--- src/rtl/mtc_pkg.sv ---
// Shared constants and carriers for the temperature and result register bank
package mtc_pkg;
	// Register indices as seen on the command port
	localparam logic [6:0] MTC_IRMS_A     = 7'h0C;  // Phase A RMS current
	localparam logic [6:0] MTC_IRMS_B     = 7'h0D;  // Phase B RMS current
	localparam logic [6:0] MTC_IRMS_C     = 7'h0E;  // Phase C RMS current
	localparam logic [6:0] MTC_ANGLES     = 7'h0F;  // Packed current phase angles
	localparam logic [6:0] MTC_FREQ_TEMP  = 7'h11;  // Line frequency and temp offset
	localparam logic [6:0] MTC_SENSOR_T   = 7'h12;  // Raw sensor temperature
	localparam logic [6:0] MTC_REF_T      = 7'h13;  // Reference temperature
	localparam logic [6:0] MTC_RTC_CONST  = 7'h18;  // RTC constant trim
	localparam logic [6:0] MTC_RTC_SLOPE  = 7'h19;  // RTC linear and quadratic trim
	localparam logic [6:0] MTC_ADC_COEF   = 7'h1B;  // ADC linear and quadratic coefs
	localparam logic [6:0] MTC_SCALE      = 7'h1C;  // Temperature scale factor
	localparam logic [6:0] MTC_SQ_A       = 7'h39;  // Phase A square sum
	localparam logic [6:0] MTC_SQ_B       = 7'h3A;  // Phase B square sum
	localparam logic [6:0] MTC_SQ_C       = 7'h3B;  // Phase C square sum
	localparam logic [6:0] MTC_SQ_N       = 7'h3C;  // Neutral square sum
	localparam logic [6:0] MTC_PULSE_EN   = 7'h41;  // Real and reactive pulse counts
	localparam logic [6:0] MTC_PULSE_AUX  = 7'h42;  // Third and fourth pulse counts
	localparam logic [6:0] MTC_RES_A      = 7'h4A;  // Phase A square residual
	localparam logic [6:0] MTC_RES_B      = 7'h4B;  // Phase B square residual
	localparam logic [6:0] MTC_RES_C      = 7'h4C;  // Phase C square residual
	localparam logic [6:0] MTC_RES_N      = 7'h4D;  // Neutral square residual

	// Reset values
	localparam logic [31:0] MTC_SCALE_RST = 32'h0000_58C1;  // Scale factor 22721
	localparam logic [31:0] MTC_ZERO_RST  = 32'h0000_0000;  // All other registers

	// Field positions and widths
	localparam int          MTC_HI_LSB    = 16;     // Upper half-word position
	localparam int          MTC_HALF_W    = 16;     // Half-word width
	localparam int          MTC_ANG_W     = 9;      // One angle field width
	localparam int          MTC_ANG_C_LSB = 0;      // Phase C angle position
	localparam int          MTC_ANG_B_LSB = 9;      // Phase B angle position
	localparam int          MTC_ANG_A_LSB = 18;     // Phase A angle position
	localparam int          MTC_RES_W     = 10;     // Residual width
	localparam int          MTC_TEMP_SHR  = 22;     // Offset scaling shift
	localparam logic [15:0] MTC_COEF_MIN  = 16'h8001;  // Most negative legal coef
	localparam logic [15:0] MTC_COEF_BAD  = 16'h8000;  // Out-of-range coef code

	// One host command
	typedef struct packed {
		logic        write;  // 1 write, 0 read
		logic [6:0]  addr;   // Register index
		logic [31:0] wdata;  // Write data
	} mtc_cmd_s;

	// Per-interval results from the compute engine and post-processor
	typedef struct packed {
		logic [31:0] sq_a;     // Phase A square sum
		logic [31:0] sq_b;     // Phase B square sum
		logic [31:0] sq_c;     // Phase C square sum
		logic [9:0]  res_a;    // Phase A square residual of this interval
		logic [9:0]  res_b;    // Phase B square residual
		logic [9:0]  res_c;    // Phase C square residual
		logic [31:0] irms_a;   // Phase A RMS current, upper 16 bits meaningful
		logic [31:0] irms_b;   // Phase B RMS current
		logic [31:0] irms_c;   // Phase C RMS current
		logic [8:0]  ang_a;    // Phase A angle, signed degrees
		logic [8:0]  ang_b;    // Phase B angle
		logic [8:0]  ang_c;    // Phase C angle
		logic [15:0] freq;     // Line frequency
		logic [31:0] sensor;   // Raw sensor temperature
	} mtc_res_s;
endpackage

--- src/rtl/mtc_regbank.sv ---
// Temperature compensation and measurement result register bank
module mtc_regbank
	import mtc_pkg::*;
#(
	parameter int ACC_W = 48  // Neutral accumulator width
) (
	input  wire logic        clk,
	input  wire logic        nrst,
	input  wire logic        cmd_valid,
	input  wire mtc_cmd_s    cmd,
	output logic             rsp_valid,
	output logic [31:0]      rsp_data,
	output logic             cmd_ignored,
	input  wire logic        auto_coef_select,
	input  wire logic        post_bypass,
	input  wire logic [15:0] auto_linear_coef,
	input  wire logic [15:0] auto_quadratic_coef,
	input  wire logic        interval_end,
	input  wire mtc_res_s    res,
	input  wire logic        sample_valid,
	input  wire logic [15:0] sample_a,
	input  wire logic [15:0] sample_b,
	input  wire logic [15:0] sample_c,
	input  wire logic        real_energy_pulse,
	input  wire logic        reactive_energy_pulse,
	input  wire logic        third_pulse_output,
	input  wire logic        fourth_pulse_output,
	output logic [31:0]      adc_temp_coefficients,
	output logic [31:0]      rtc_constant_trim_reg,
	output logic [31:0]      rtc_slope_trim_reg
);

	// Clamp a coefficient into the symmetric signed range
	function automatic logic [15:0] clamp_coef(input logic [15:0] v);
		clamp_coef = (v == MTC_COEF_BAD) ? MTC_COEF_MIN : v;
	endfunction

	// Signed difference of two residuals, sign-extended to a word
	function automatic logic [31:0] res_diff(input logic [9:0] cur, input logic [9:0] prv);
		logic [10:0] d;
		d = {1'b0, cur} - {1'b0, prv};
		res_diff = {{21{d[10]}}, d};
	endfunction

	// Host-writable registers
	logic [31:0] ref_temp_r;       // Reference temperature
	logic [31:0] scale_r;          // Temperature scale factor
	logic [31:0] adc_coef_r;       // ADC coefficients
	logic [31:0] rtc_const_r;      // RTC constant trim
	logic [31:0] rtc_slope_r;      // RTC slope trims
	// Result registers, refreshed at interval end
	logic [31:0] irms_a_r;         // Phase A RMS current
	logic [31:0] irms_b_r;         // Phase B RMS current
	logic [31:0] irms_c_r;         // Phase C RMS current
	logic [31:0] angles_r;         // Packed angles
	logic [31:0] freq_temp_r;      // Frequency and temp offset
	logic [31:0] sensor_r;         // Raw sensor temperature
	logic [31:0] sq_a_r;           // Phase A square sum
	logic [31:0] sq_b_r;           // Phase B square sum
	logic [31:0] sq_c_r;           // Phase C square sum
	logic [31:0] sq_n_r;           // Neutral square sum
	logic [31:0] pulse_en_r;       // Real and reactive counts
	logic [31:0] pulse_aux_r;      // Third and fourth counts
	logic [31:0] res_a_r;          // Phase A residual difference
	logic [31:0] res_b_r;          // Phase B residual difference
	logic [31:0] res_c_r;          // Phase C residual difference
	logic [31:0] res_n_r;          // Neutral residual difference
	// Working state
	logic [9:0]  prev_a_r;         // Previous phase A residual
	logic [9:0]  prev_b_r;         // Previous phase B residual
	logic [9:0]  prev_c_r;         // Previous phase C residual
	logic [9:0]  prev_n_r;         // Previous neutral residual
	logic [ACC_W-1:0] n_acc_r;     // Running neutral accumulator
	logic [15:0] cnt_real_r;       // Running real pulse count
	logic [15:0] cnt_react_r;      // Running reactive pulse count
	logic [15:0] cnt_third_r;      // Running third pulse count
	logic [15:0] cnt_fourth_r;     // Running fourth pulse count
	// Response flops
	logic        rsp_valid_r;      // Answer strobe
	logic [31:0] rsp_data_r;       // Answer data
	logic        ignored_r;        // Last command discarded
	// Combinational terms
	logic        wr;               // Write command this cycle
	logic        known;            // Index is mapped
	logic        writable;         // Index accepts writes now
	logic        accept_wr;        // Write takes effect
	logic        ignore;           // Command is discarded
	logic [31:0] rd_mux;           // Read data
	logic signed [32:0] t_diff;    // Raw minus reference
	logic signed [65:0] t_prod;    // Scaled negated difference
	logic [15:0] t_off;            // Temperature offset
	logic signed [17:0] n_sum;     // Sum of the phase samples
	logic [35:0] n_sq;             // Its square
	logic [ACC_W-1:0] n_tot;       // Accumulator with this sample

	// Command decode
	always_comb begin
		wr = cmd_valid & cmd.write;
		known = 1'b1;
		writable = 1'b0;
		unique case (cmd.addr)
			MTC_REF_T, MTC_RTC_CONST, MTC_RTC_SLOPE, MTC_SCALE: begin
				writable = 1'b1;
			end
			MTC_ADC_COEF: begin
				writable = ~auto_coef_select;
			end
			MTC_IRMS_A, MTC_IRMS_B, MTC_IRMS_C, MTC_ANGLES, MTC_FREQ_TEMP,
			MTC_SENSOR_T, MTC_SQ_A, MTC_SQ_B, MTC_SQ_C, MTC_SQ_N,
			MTC_PULSE_EN, MTC_PULSE_AUX, MTC_RES_A, MTC_RES_B, MTC_RES_C,
			MTC_RES_N: begin
				writable = 1'b0;
			end
			default: begin
				known = 1'b0;
			end
		endcase
		accept_wr = wr & writable;
		ignore = cmd_valid & (~known | (cmd.write & ~writable));
	end

	// Read data selection
	always_comb begin
		unique case (cmd.addr)
			MTC_IRMS_A:    rd_mux = irms_a_r;
			MTC_IRMS_B:    rd_mux = irms_b_r;
			MTC_IRMS_C:    rd_mux = irms_c_r;
			MTC_ANGLES:    rd_mux = angles_r;
			MTC_FREQ_TEMP: rd_mux = freq_temp_r;
			MTC_SENSOR_T:  rd_mux = sensor_r;
			MTC_REF_T:     rd_mux = ref_temp_r;
			MTC_RTC_CONST: rd_mux = rtc_const_r;
			MTC_RTC_SLOPE: rd_mux = rtc_slope_r;
			MTC_ADC_COEF:  rd_mux = adc_coef_r;
			MTC_SCALE:     rd_mux = scale_r;
			MTC_SQ_A:      rd_mux = sq_a_r;
			MTC_SQ_B:      rd_mux = sq_b_r;
			MTC_SQ_C:      rd_mux = sq_c_r;
			MTC_SQ_N:      rd_mux = sq_n_r;
			MTC_PULSE_EN:  rd_mux = pulse_en_r;
			MTC_PULSE_AUX: rd_mux = pulse_aux_r;
			MTC_RES_A:     rd_mux = res_a_r;
			MTC_RES_B:     rd_mux = res_b_r;
			MTC_RES_C:     rd_mux = res_c_r;
			MTC_RES_N:     rd_mux = res_n_r;
			default:       rd_mux = MTC_ZERO_RST;  // Unmapped reads as zero
		endcase
	end

	// Answer every command one cycle later; writes answer with zero
	always_ff @(posedge clk or negedge nrst) begin
		if (!nrst) begin
			rsp_valid_r <= 1'b0;
			rsp_data_r  <= MTC_ZERO_RST;
			ignored_r   <= 1'b0;
		end else begin
			rsp_valid_r <= cmd_valid;
			rsp_data_r  <= (cmd_valid & ~cmd.write) ? rd_mux : MTC_ZERO_RST;
			if (cmd_valid) begin
				ignored_r <= ignore;
			end
		end
	end

	// Host configuration registers
	always_ff @(posedge clk or negedge nrst) begin
		if (!nrst) begin
			ref_temp_r  <= MTC_ZERO_RST;
			scale_r     <= MTC_SCALE_RST;
			rtc_const_r <= MTC_ZERO_RST;
			rtc_slope_r <= MTC_ZERO_RST;
		end else if (accept_wr) begin
			unique case (cmd.addr)
				MTC_REF_T: begin
					ref_temp_r <= cmd.wdata;
				end
				MTC_SCALE: begin
					scale_r <= cmd.wdata;
				end
				MTC_RTC_CONST: begin
					// Only the upper half carries the trim
					rtc_const_r <= {cmd.wdata[31:16], 16'h0000};
				end
				MTC_RTC_SLOPE: begin
					rtc_slope_r <= cmd.wdata;
				end
				default: begin
					ref_temp_r <= ref_temp_r;
				end
			endcase
		end
	end

	// ADC coefficients: auto load, host write, zero without reference
	always_ff @(posedge clk or negedge nrst) begin
		if (!nrst) begin
			adc_coef_r <= MTC_ZERO_RST;
		end else if (ref_temp_r == MTC_ZERO_RST) begin
			adc_coef_r <= MTC_ZERO_RST;
		end else if (auto_coef_select) begin
			// Device-derived values, readable by the host for correction
			adc_coef_r <= {clamp_coef(auto_linear_coef),
				clamp_coef(auto_quadratic_coef)};
		end else if (accept_wr && cmd.addr == MTC_ADC_COEF) begin
			adc_coef_r <= {clamp_coef(cmd.wdata[31:16]),
				clamp_coef(cmd.wdata[15:0])};
		end
	end

	// Temperature offset in tenths of a degree
	always_comb begin
		// Reading latched with the offset, so both registers agree after the update
		t_diff = $signed({res.sensor[31], res.sensor}) - $signed({ref_temp_r[31], ref_temp_r});
		t_prod = -($signed({{2{scale_r[31]}}, scale_r}) * t_diff);
		t_off  = t_prod[MTC_TEMP_SHR +: MTC_HALF_W];
	end

	// Neutral current: square of the summed phase samples
	always_comb begin
		n_sum = $signed({{2{sample_a[15]}}, sample_a})
			+ $signed({{2{sample_b[15]}}, sample_b})
			+ $signed({{2{sample_c[15]}}, sample_c});
		n_sq  = 36'(n_sum) * 36'(n_sum);
		n_tot = n_acc_r + (sample_valid ? ACC_W'(n_sq) : ACC_W'(0));
	end

	// Neutral accumulator restarts each interval
	always_ff @(posedge clk or negedge nrst) begin
		if (!nrst) begin
			n_acc_r <= '0;
		end else if (interval_end) begin
			n_acc_r <= '0;
		end else begin
			n_acc_r <= n_tot;
		end
	end

	// Running pulse counters; each generator carries its own residue in time
	always_ff @(posedge clk or negedge nrst) begin
		if (!nrst) begin
			cnt_real_r   <= 16'h0000;
			cnt_react_r  <= 16'h0000;
			cnt_third_r  <= 16'h0000;
			cnt_fourth_r <= 16'h0000;
		end else if (interval_end) begin
			// A boundary pulse counts once, in the closing snapshot only
			cnt_real_r   <= 16'h0000;
			cnt_react_r  <= 16'h0000;
			cnt_third_r  <= 16'h0000;
			cnt_fourth_r <= 16'h0000;
		end else begin
			cnt_real_r   <= cnt_real_r + {15'h0000, real_energy_pulse};
			cnt_react_r  <= cnt_react_r + {15'h0000, reactive_energy_pulse};
			cnt_third_r  <= cnt_third_r + {15'h0000, third_pulse_output};
			cnt_fourth_r <= cnt_fourth_r + {15'h0000, fourth_pulse_output};
		end
	end

	// Result snapshot: all results move together at interval end
	always_ff @(posedge clk or negedge nrst) begin
		if (!nrst) begin
			irms_a_r    <= MTC_ZERO_RST;
			irms_b_r    <= MTC_ZERO_RST;
			irms_c_r    <= MTC_ZERO_RST;
			angles_r    <= MTC_ZERO_RST;
			freq_temp_r <= MTC_ZERO_RST;
			sensor_r    <= MTC_ZERO_RST;
			sq_a_r      <= MTC_ZERO_RST;
			sq_b_r      <= MTC_ZERO_RST;
			sq_c_r      <= MTC_ZERO_RST;
			sq_n_r      <= MTC_ZERO_RST;
			pulse_en_r  <= MTC_ZERO_RST;
			pulse_aux_r <= MTC_ZERO_RST;
		end else if (interval_end) begin
			if (post_bypass) begin
				irms_a_r <= MTC_ZERO_RST;
				irms_b_r <= MTC_ZERO_RST;
				irms_c_r <= MTC_ZERO_RST;
				angles_r <= MTC_ZERO_RST;
			end else begin
				irms_a_r <= {res.irms_a[31:16], 16'h0000};
				irms_b_r <= {res.irms_b[31:16], 16'h0000};
				irms_c_r <= {res.irms_c[31:16], 16'h0000};
				angles_r <= {5'h00, res.ang_a, res.ang_b, res.ang_c};
			end
			freq_temp_r <= {res.freq, t_off};
			sensor_r    <= res.sensor;
			sq_a_r      <= res.sq_a;
			sq_b_r      <= res.sq_b;
			sq_c_r      <= res.sq_c;
			sq_n_r      <= n_tot[MTC_RES_W +: 32];
			pulse_en_r  <= {cnt_real_r + {15'h0000, real_energy_pulse},
				cnt_react_r + {15'h0000, reactive_energy_pulse}};
			pulse_aux_r <= {cnt_third_r + {15'h0000, third_pulse_output},
				cnt_fourth_r + {15'h0000, fourth_pulse_output}};
		end
	end

	// Residual differences against the previous interval
	always_ff @(posedge clk or negedge nrst) begin
		if (!nrst) begin
			prev_a_r <= 10'h000;
			prev_b_r <= 10'h000;
			prev_c_r <= 10'h000;
			prev_n_r <= 10'h000;
			res_a_r  <= MTC_ZERO_RST;
			res_b_r  <= MTC_ZERO_RST;
			res_c_r  <= MTC_ZERO_RST;
			res_n_r  <= MTC_ZERO_RST;
		end else if (interval_end) begin
			prev_a_r <= res.res_a;
			prev_b_r <= res.res_b;
			prev_c_r <= res.res_c;
			prev_n_r <= n_tot[MTC_RES_W-1:0];
			res_a_r  <= res_diff(res.res_a, prev_a_r);
			res_b_r  <= res_diff(res.res_b, prev_b_r);
			res_c_r  <= res_diff(res.res_c, prev_c_r);
			res_n_r  <= res_diff(n_tot[MTC_RES_W-1:0], prev_n_r);
		end
	end

	// Outputs straight from flops
	assign rsp_valid             = rsp_valid_r;
	assign rsp_data              = rsp_data_r;
	assign cmd_ignored           = ignored_r;
	assign adc_temp_coefficients = adc_coef_r;
	assign rtc_constant_trim_reg = rtc_const_r;
	assign rtc_slope_trim_reg    = rtc_slope_r;
endmodule
--- config.mk ---
export PLATFORM = sky130hd
export DESIGN_NAME = mtc_regbank
export DESIGN_NICKNAME = d
export VERILOG_FILES = /design/src/rtl/mtc_pkg.sv /design/src/rtl/mtc_regbank.sv
export SDC_FILE = /design/constraint.sdc
export NUM_CORES = 2
export LEC_CHECK = 0
export ABC_AREA = 0
export BUFFER_PORTS_ARGS = -buffer_cell sky130_fd_sc_hd__clkbuf_2
export CAP_MARGIN = 20
export CORE_MARGIN = 10
export CORE_UTILIZATION = 29
export CTS_BUF_LIST = sky130_fd_sc_hd__clkbuf_4 sky130_fd_sc_hd__clkbuf_8
export DETAILED_ROUTE_END_ITERATION = 12
export SLEW_MARGIN = 20
export SYNTH_ARGS = -nofsm -noshare
export SYNTH_HDL_FRONTEND = slang
export SYNTH_SLANG_ARGS = --single-unit
--- constraint.sdc ---
create_clock -name clk -period 23.5 [get_ports clk]
set_clock_uncertainty 0.2 [all_clocks]
set_input_delay 4.7 -clock clk [delete_from_list [all_inputs] [get_ports clk]]
set_output_delay 4.7 -clock clk [all_outputs]
set_load 0.01 [all_outputs]
Word-level counts from Yosys, hierarchy flattened

Cells that the tools add are included.

Eq/ne operators: 25
Reduce and logical (&&, ||, !) cells: 9
Bitwise gates (word level): 10
$add $sub $neg: 13
Multiplexer cells: 21
Multipliers: 2

Operators with widths:

| operator             | number |
|---|---|
| $pmux 32 s21         | 1 |
| $mux 32              | 7 |
| $mux 16              | 8 |
| $add 16x1->16        | 4 |
| $eq 16x16->1 const B | 4 |
| $eq 7x5->1 const B   | 7 |
| $add 48x36->48       | 1 |
| $mux 48              | 1 |
| $sub 10x10->11       | 4 |
| $eq 7x7->1 const B   | 6 |
| $mul 32x33->38       | 1 |
| $neg 38->38          | 1 |
| $mul 18x18->36       | 1 |
| $mux 36              | 1 |
| $sub 32x32->33       | 1 |
| $logic_not 32->1     | 1 |
| $eq 7x4->1 const B   | 4 |
| $eq 7x6->1 const B   | 4 |
| $mux 27              | 1 |
| $reduce_or 21->1     | 1 |
| $add 17x16->18       | 1 |
| $add 16x16->17       | 1 |
| $reduce_and 2->1     | 4 |
| $and 1x1->1          | 5 |
| 7 further kinds      | 10 |

Input port bits: 428
Flip-flop bits (word level): 758

Depth between registers and ports, before layout

Depth in word-level cells: 8
Mapped depth: 59
Depth with buffers taken out: 58

Worst setup path before layout

Ideal clock, no wire load.

Kind: in2reg
From: in sample_a[1]
To: reg sq_n_r[29]
Buffers on the path: 1
Arrival: 15509 ps
Stages: 56
Data required time: 23163 ps
Path slack: 7653 ps
Path through: inv_1 > fa_1 > inv_1 > ha_1 > fa_1 > a21o_1 > a21oi_1 > o21bai_1 > a21oi_1 > o21bai_1 > a21oi_1 > o21bai_1 > a21oi_1 > o21bai_1 > a21oi_1 > o21bai_1 > a21oi_1 > xor2_1 > [20 not listed] > nand3b_1 > o21ai_0 > o21ai_0 > o21ai_0 > xnor2_1 > and2_1 > ha_1 > nand4_1 > nand2b_1 > nor2_1 > nand2_1 > o211ai_1 > o211ai_1 > a21oi_1 > a21oi_1 > nor2b_1 > xnor2_1 > mux2i_1

Longest elaborated chain between the ends: 5

RTL lines:

| item                   | RTL line           | source |
|---|---|---|
| start: declaration     | mtc_regbank.sv:21  | `input wire logic [15:0] sample_a,` |
| $add 16x16->17         | mtc_regbank.sv:221 | `+ $signed({{2{sample_b[15]}}, sample_b})` |
| $add 17x16->18         | mtc_regbank.sv:222 | `+ $signed({{2{sample_c[15]}}, sample_c});` |
| $mul 18x18->36         | mtc_regbank.sv:223 | `n_sq = 36'(n_sum) * 36'(n_sum);` |
| $mux 36                | mtc_regbank.sv:224 | `n_tot = n_acc_r + (sample_valid ? ACC_W'(n_sq) : ACC_W'(0));` |
| $add 48x36->48         | mtc_regbank.sv:224 |  |
| end signal: assignment | mtc_regbank.sv:291 | `sq_n_r <= n_tot[MTC_RES_W +: 32];` |
| end: declaration       | mtc_regbank.sv:61  | `logic [31:0] sq_n_r;` |

No other way between the ends.
A chain may end at the register's enable or synchronous reset.

Final worst setup path

From: in sample_a[1]
To: reg sq_n_r[31]

The elaborated chain is that of the path after synthesis.

==> flow_summary_export.csv <==
group,metric,value,unit
logic_synthesis,syn_area,0.0674,mm^2
die,die_h,502,um
sta,timing.fmax,57.1,MHz
place,portBuffers,493,
critical_path,cp_slowest_cell,"xor2_1",
logic_synthesis,synth_cell_types,83,
die,core.rowCount,176,
clock_network,clk_latency,0.84,ns
clock_network,cts_setup_buffers,0,
global_routing,grt_max_degree,195,
finish,top_register,"n_acc_r",
clock_network,cts_buffers,121,
critical_path,critPathArrivalTime,17.97,ns
logic_synthesis,seq_area_frac_synth,26.0,%
logic_synthesis,synth_xor_area_share,3.61,%
logic_synthesis,syn_inst,6685,
sta,maxSlewViolCount,0,
sta,period_minus_slack,17.52,ns
finish,synthToLayoutAreaGrowth,13.4,%
place,numPlacedInstances,9977,
die,die_area,0.252,mm^2
clock_network,clockBufferDepth,3,
run_status,status,"finished, final reports clean",
sta,tightest_slew,1.24,ns
clock_network,cts_resized,0,
clock_network,cts_sinks,699,
sta,setup_tns,0,ns
critical_path,path_max_fanout,13,
global_routing,antenna_found_initial,26,
critical_path,cp.required,23.95,ns
sta,relSlewSlack,16.8,%
die,fp.dieW,502,um
clock_network,clk_pin_slew_worst_paths,0.06,ns
global_routing,grt_pass1_vias,55600,
logic_synthesis,synthArstFlopShare,100,%
logic_synthesis,synthMuxAreaShare,5.49,%
logic_synthesis,synth-edff-count,0,
logic_synthesis,ys_warn_count,0,
sta,finalCritPeriodShare,74.6,%
logic_synthesis,synth_simple_gate_area_share,13.0,%
finish,largest_reg_flops,42,
critical_path,cp_slowest_stage_delay,0.61,ns
sta,hold_viol_final,0,
logic_synthesis,synth_compound_area_share,9.43,%
run,cap_violations,0,
critical_path,critPathMostFrequentCell,"a21oi_1",
logic_synthesis,synth_top_flop_cell,"dfrtp_1",
clock_network,cts_root_buf,"clkbuf_8",
place,gp_congestion,0.957,
route,wl_per_cell,25.4,um
route,vias,52000,
finish,fin_nets,8809,
finish,drive_above_1_share,16.5,%
clock_network,htreeDepth,3,
route,dr.pass1.iters,6,
global_routing,grt-ovfl-total,0,
critical_path,path_class,"in2reg",
route,drtIter0Drc,4825,
logic_synthesis,synth.avg_cell_area,10.1,um^2
global_routing,grt_util_all_layers,20.2,%
die,io_pins,558,
global_routing,grt_pass1_wl,379000,um
min_path,hold_class,"reg2reg",
sta,setup_viol,0,
logic_synthesis,synth_adder_area_share,34.4,%
die,initial_core_util,29.2,%
place,dp_hpwl,205000,um
logic_synthesis,ys_seq_elements,699,
critical_path,end_kind,"flip-flop",
critical_path,critPathLaunchType,"input port",
clock_network,holdBufCountCts,0,
route,wl,259000,um
sta,rsz0062_at_grt,"false",
finish,fin_cells,10200,
clock_network,cts_tree,"yes",
logic_synthesis,synth_top_family_by_area,"adder cells",
die,core,0.231,mm^2
route,ant_nets,0,
route,via_per_inst,5.09,
route,drc,0,
[worst paths after layout]
check                                           from                                     to  slack [ns]  depth (start not counted)
setup / recovery                         sample_a[1]                 sq_n_r[31]$_DFFE_PN0P_        5.98                         56
hold / removal                res_c_r[6]$_DFFE_PN0P_                 res_c_r[6]$_DFFE_PN0P_        0.31                          1
setup reg to reg           ref_temp_r[2]$_DFFE_PN0P_            freq_temp_r[15]$_DFFE_PN0P_       10.46                         38
hold reg to reg               res_c_r[6]$_DFFE_PN0P_                 res_c_r[6]$_DFFE_PN0P_        0.31                          1
max in group asynchronous                       nrst               irms_c_r[19]$_DFFE_PN0P_       17.05                          3
min in group asynchronous                       nrst  rtc_constant_trim_reg[20]$_DFFE_PN0P_        3.78                          1
[synth_stat cells (22+ instances only)]
library cell	number	area share, %
a21oi_1	208	1.5
and2_1	515	4.8
nor2b_1	63	0.59
xor2_1	70	0.91
nand2b_1	28	0.26
a21o_1	106	1.2
nor3_1	22	0.16
nor2_1	354	2.0
nand4_1	43	0.40
a22oi_1	128	1.4
o21bai_1	41	0.46
nand2_1	436	2.4
ha_1	398	7.4
a31oi_1	28	0.26
and3_1	55	0.51
nor4_1	26	0.24
xnor2_1	191	2.5
inv_1	1084	6.0
mux2i_1	50	0.74
fa_1	909	27
nand3_1	45	0.33
dfrtp_1	693	26
nand3b_1	78	0.87
a22o_1	38	0.49
clkbuf_1	306	1.7
a222oi_1	41	0.61
mux2_2	284	4.7
a221oi_1	48	0.62
o21ai_0	193	1.4
[cell usage in the layout, fill, tap and decap left out, drive strengths merged, types with 8 or more instances in the layout]
| cell | instances |
|---|---|
| clkinv | 31 |
| mux2i | 50 |
| ha | 398 |
| a211oi | 22 |
| nand3b | 78 |
| nor2 | 354 |
| dfrtp | 693 |
| nand3 | 47 |
| conb | 16 |
| xnor2 | 191 |
| nor2b | 63 |
| clkbuf | 672 |
| nand2b | 28 |
| and2 | 515 |
| nand2 | 436 |
| mux2 | 284 |
| nor3 | 22 |
| fa | 909 |
| o21a | 14 |
| a221oi | 48 |
| xor2 | 72 |
| a22oi | 128 |
| diode | 12 |
| a21oi | 212 |
| and3 | 55 |
| o211ai | 10 |
| bufinv | 10 |
| a21o | 106 |
| a222oi | 41 |
| a22o | 38 |
| o21ai | 195 |
| nor4 | 26 |
| o21bai | 41 |
| a31oi | 28 |
| inv | 1090 |
| nand4 | 43 |
| and4 | 8 |
| buf | 106 |
[area by class of cell]
class,instances,area (um^2)
fill,23300,154000
multi-input combinational,4567,44800
sequential,699,17500
inverter,1089,4090
tap,3026,3790
timing repair buffer,596,3300
clock buffer,182,2320
clock inverter,43,538
antenna,12,30.0
[cell families after synthesis]
| logic type | after synthesis |
|---|---|
| buffers and inverters | 1434 |
| other | 1 |
| xor gates and xnor gates | 268 |
| muxes | 334 |
| and+or+nand+nor | 1702 |
| adders and majority gates | 1307 |
| AOI/OAI and AO/OA | 940 |
| DFF | 699 |
[metal layers]
layer / vias to the layer above / global-route usage (%) / part of all wire [%] / wire [um]
li1: 22300 / - / - / -
met1: 26800 / 25.8 / 40 / 103000
met2: 2276 / 31.8 / 45 / 117000
met3: 555 / 4.39 / 8.2 / 21200
met4: 16 / 11.5 / 7.0 / 18100
met5: - / 0 / 0.040 / 105
[worst max-delay path: cells and delay by family]
| kind | cells | cell delay [ns] |
|---|---|---|
| AND/OR/NAND/NOR | 7 | 1.10 |
| XOR/XNOR | 2 | 0.75 |
| AO/OA/AOI/OAI | 27 | 5.44 |
| adder cells (fa/ha/maj) | 11 | 4.95 |
| buffers and inverters | 9 | 1.01 |
[per-stage QoR]
| stage | utilization (%) | area (um^2) | setup slack, ns | hold slack (ns) |
|---|---|---|---|---|
| after floorplan | - | 67400 | 7.65 | 0.259 |
| after global routing | 33.1 | 76400 | 5.02 | 0.319 |
| after CTS | 33.1 | 76400 | 6.13 | 0.310 |
| after detailed placement | 31.9 | 73500 | 5.32 | 0.296 |
| after global placement | 31.9 | 73500 | 5.37 | 0.289 |
| final | 33.1 | 76400 | 5.98 | 0.307 |
Power is left out: the tool's default activity adds up to more than one toggle a clock period on the data nets, which glitch-free logic cannot reach.
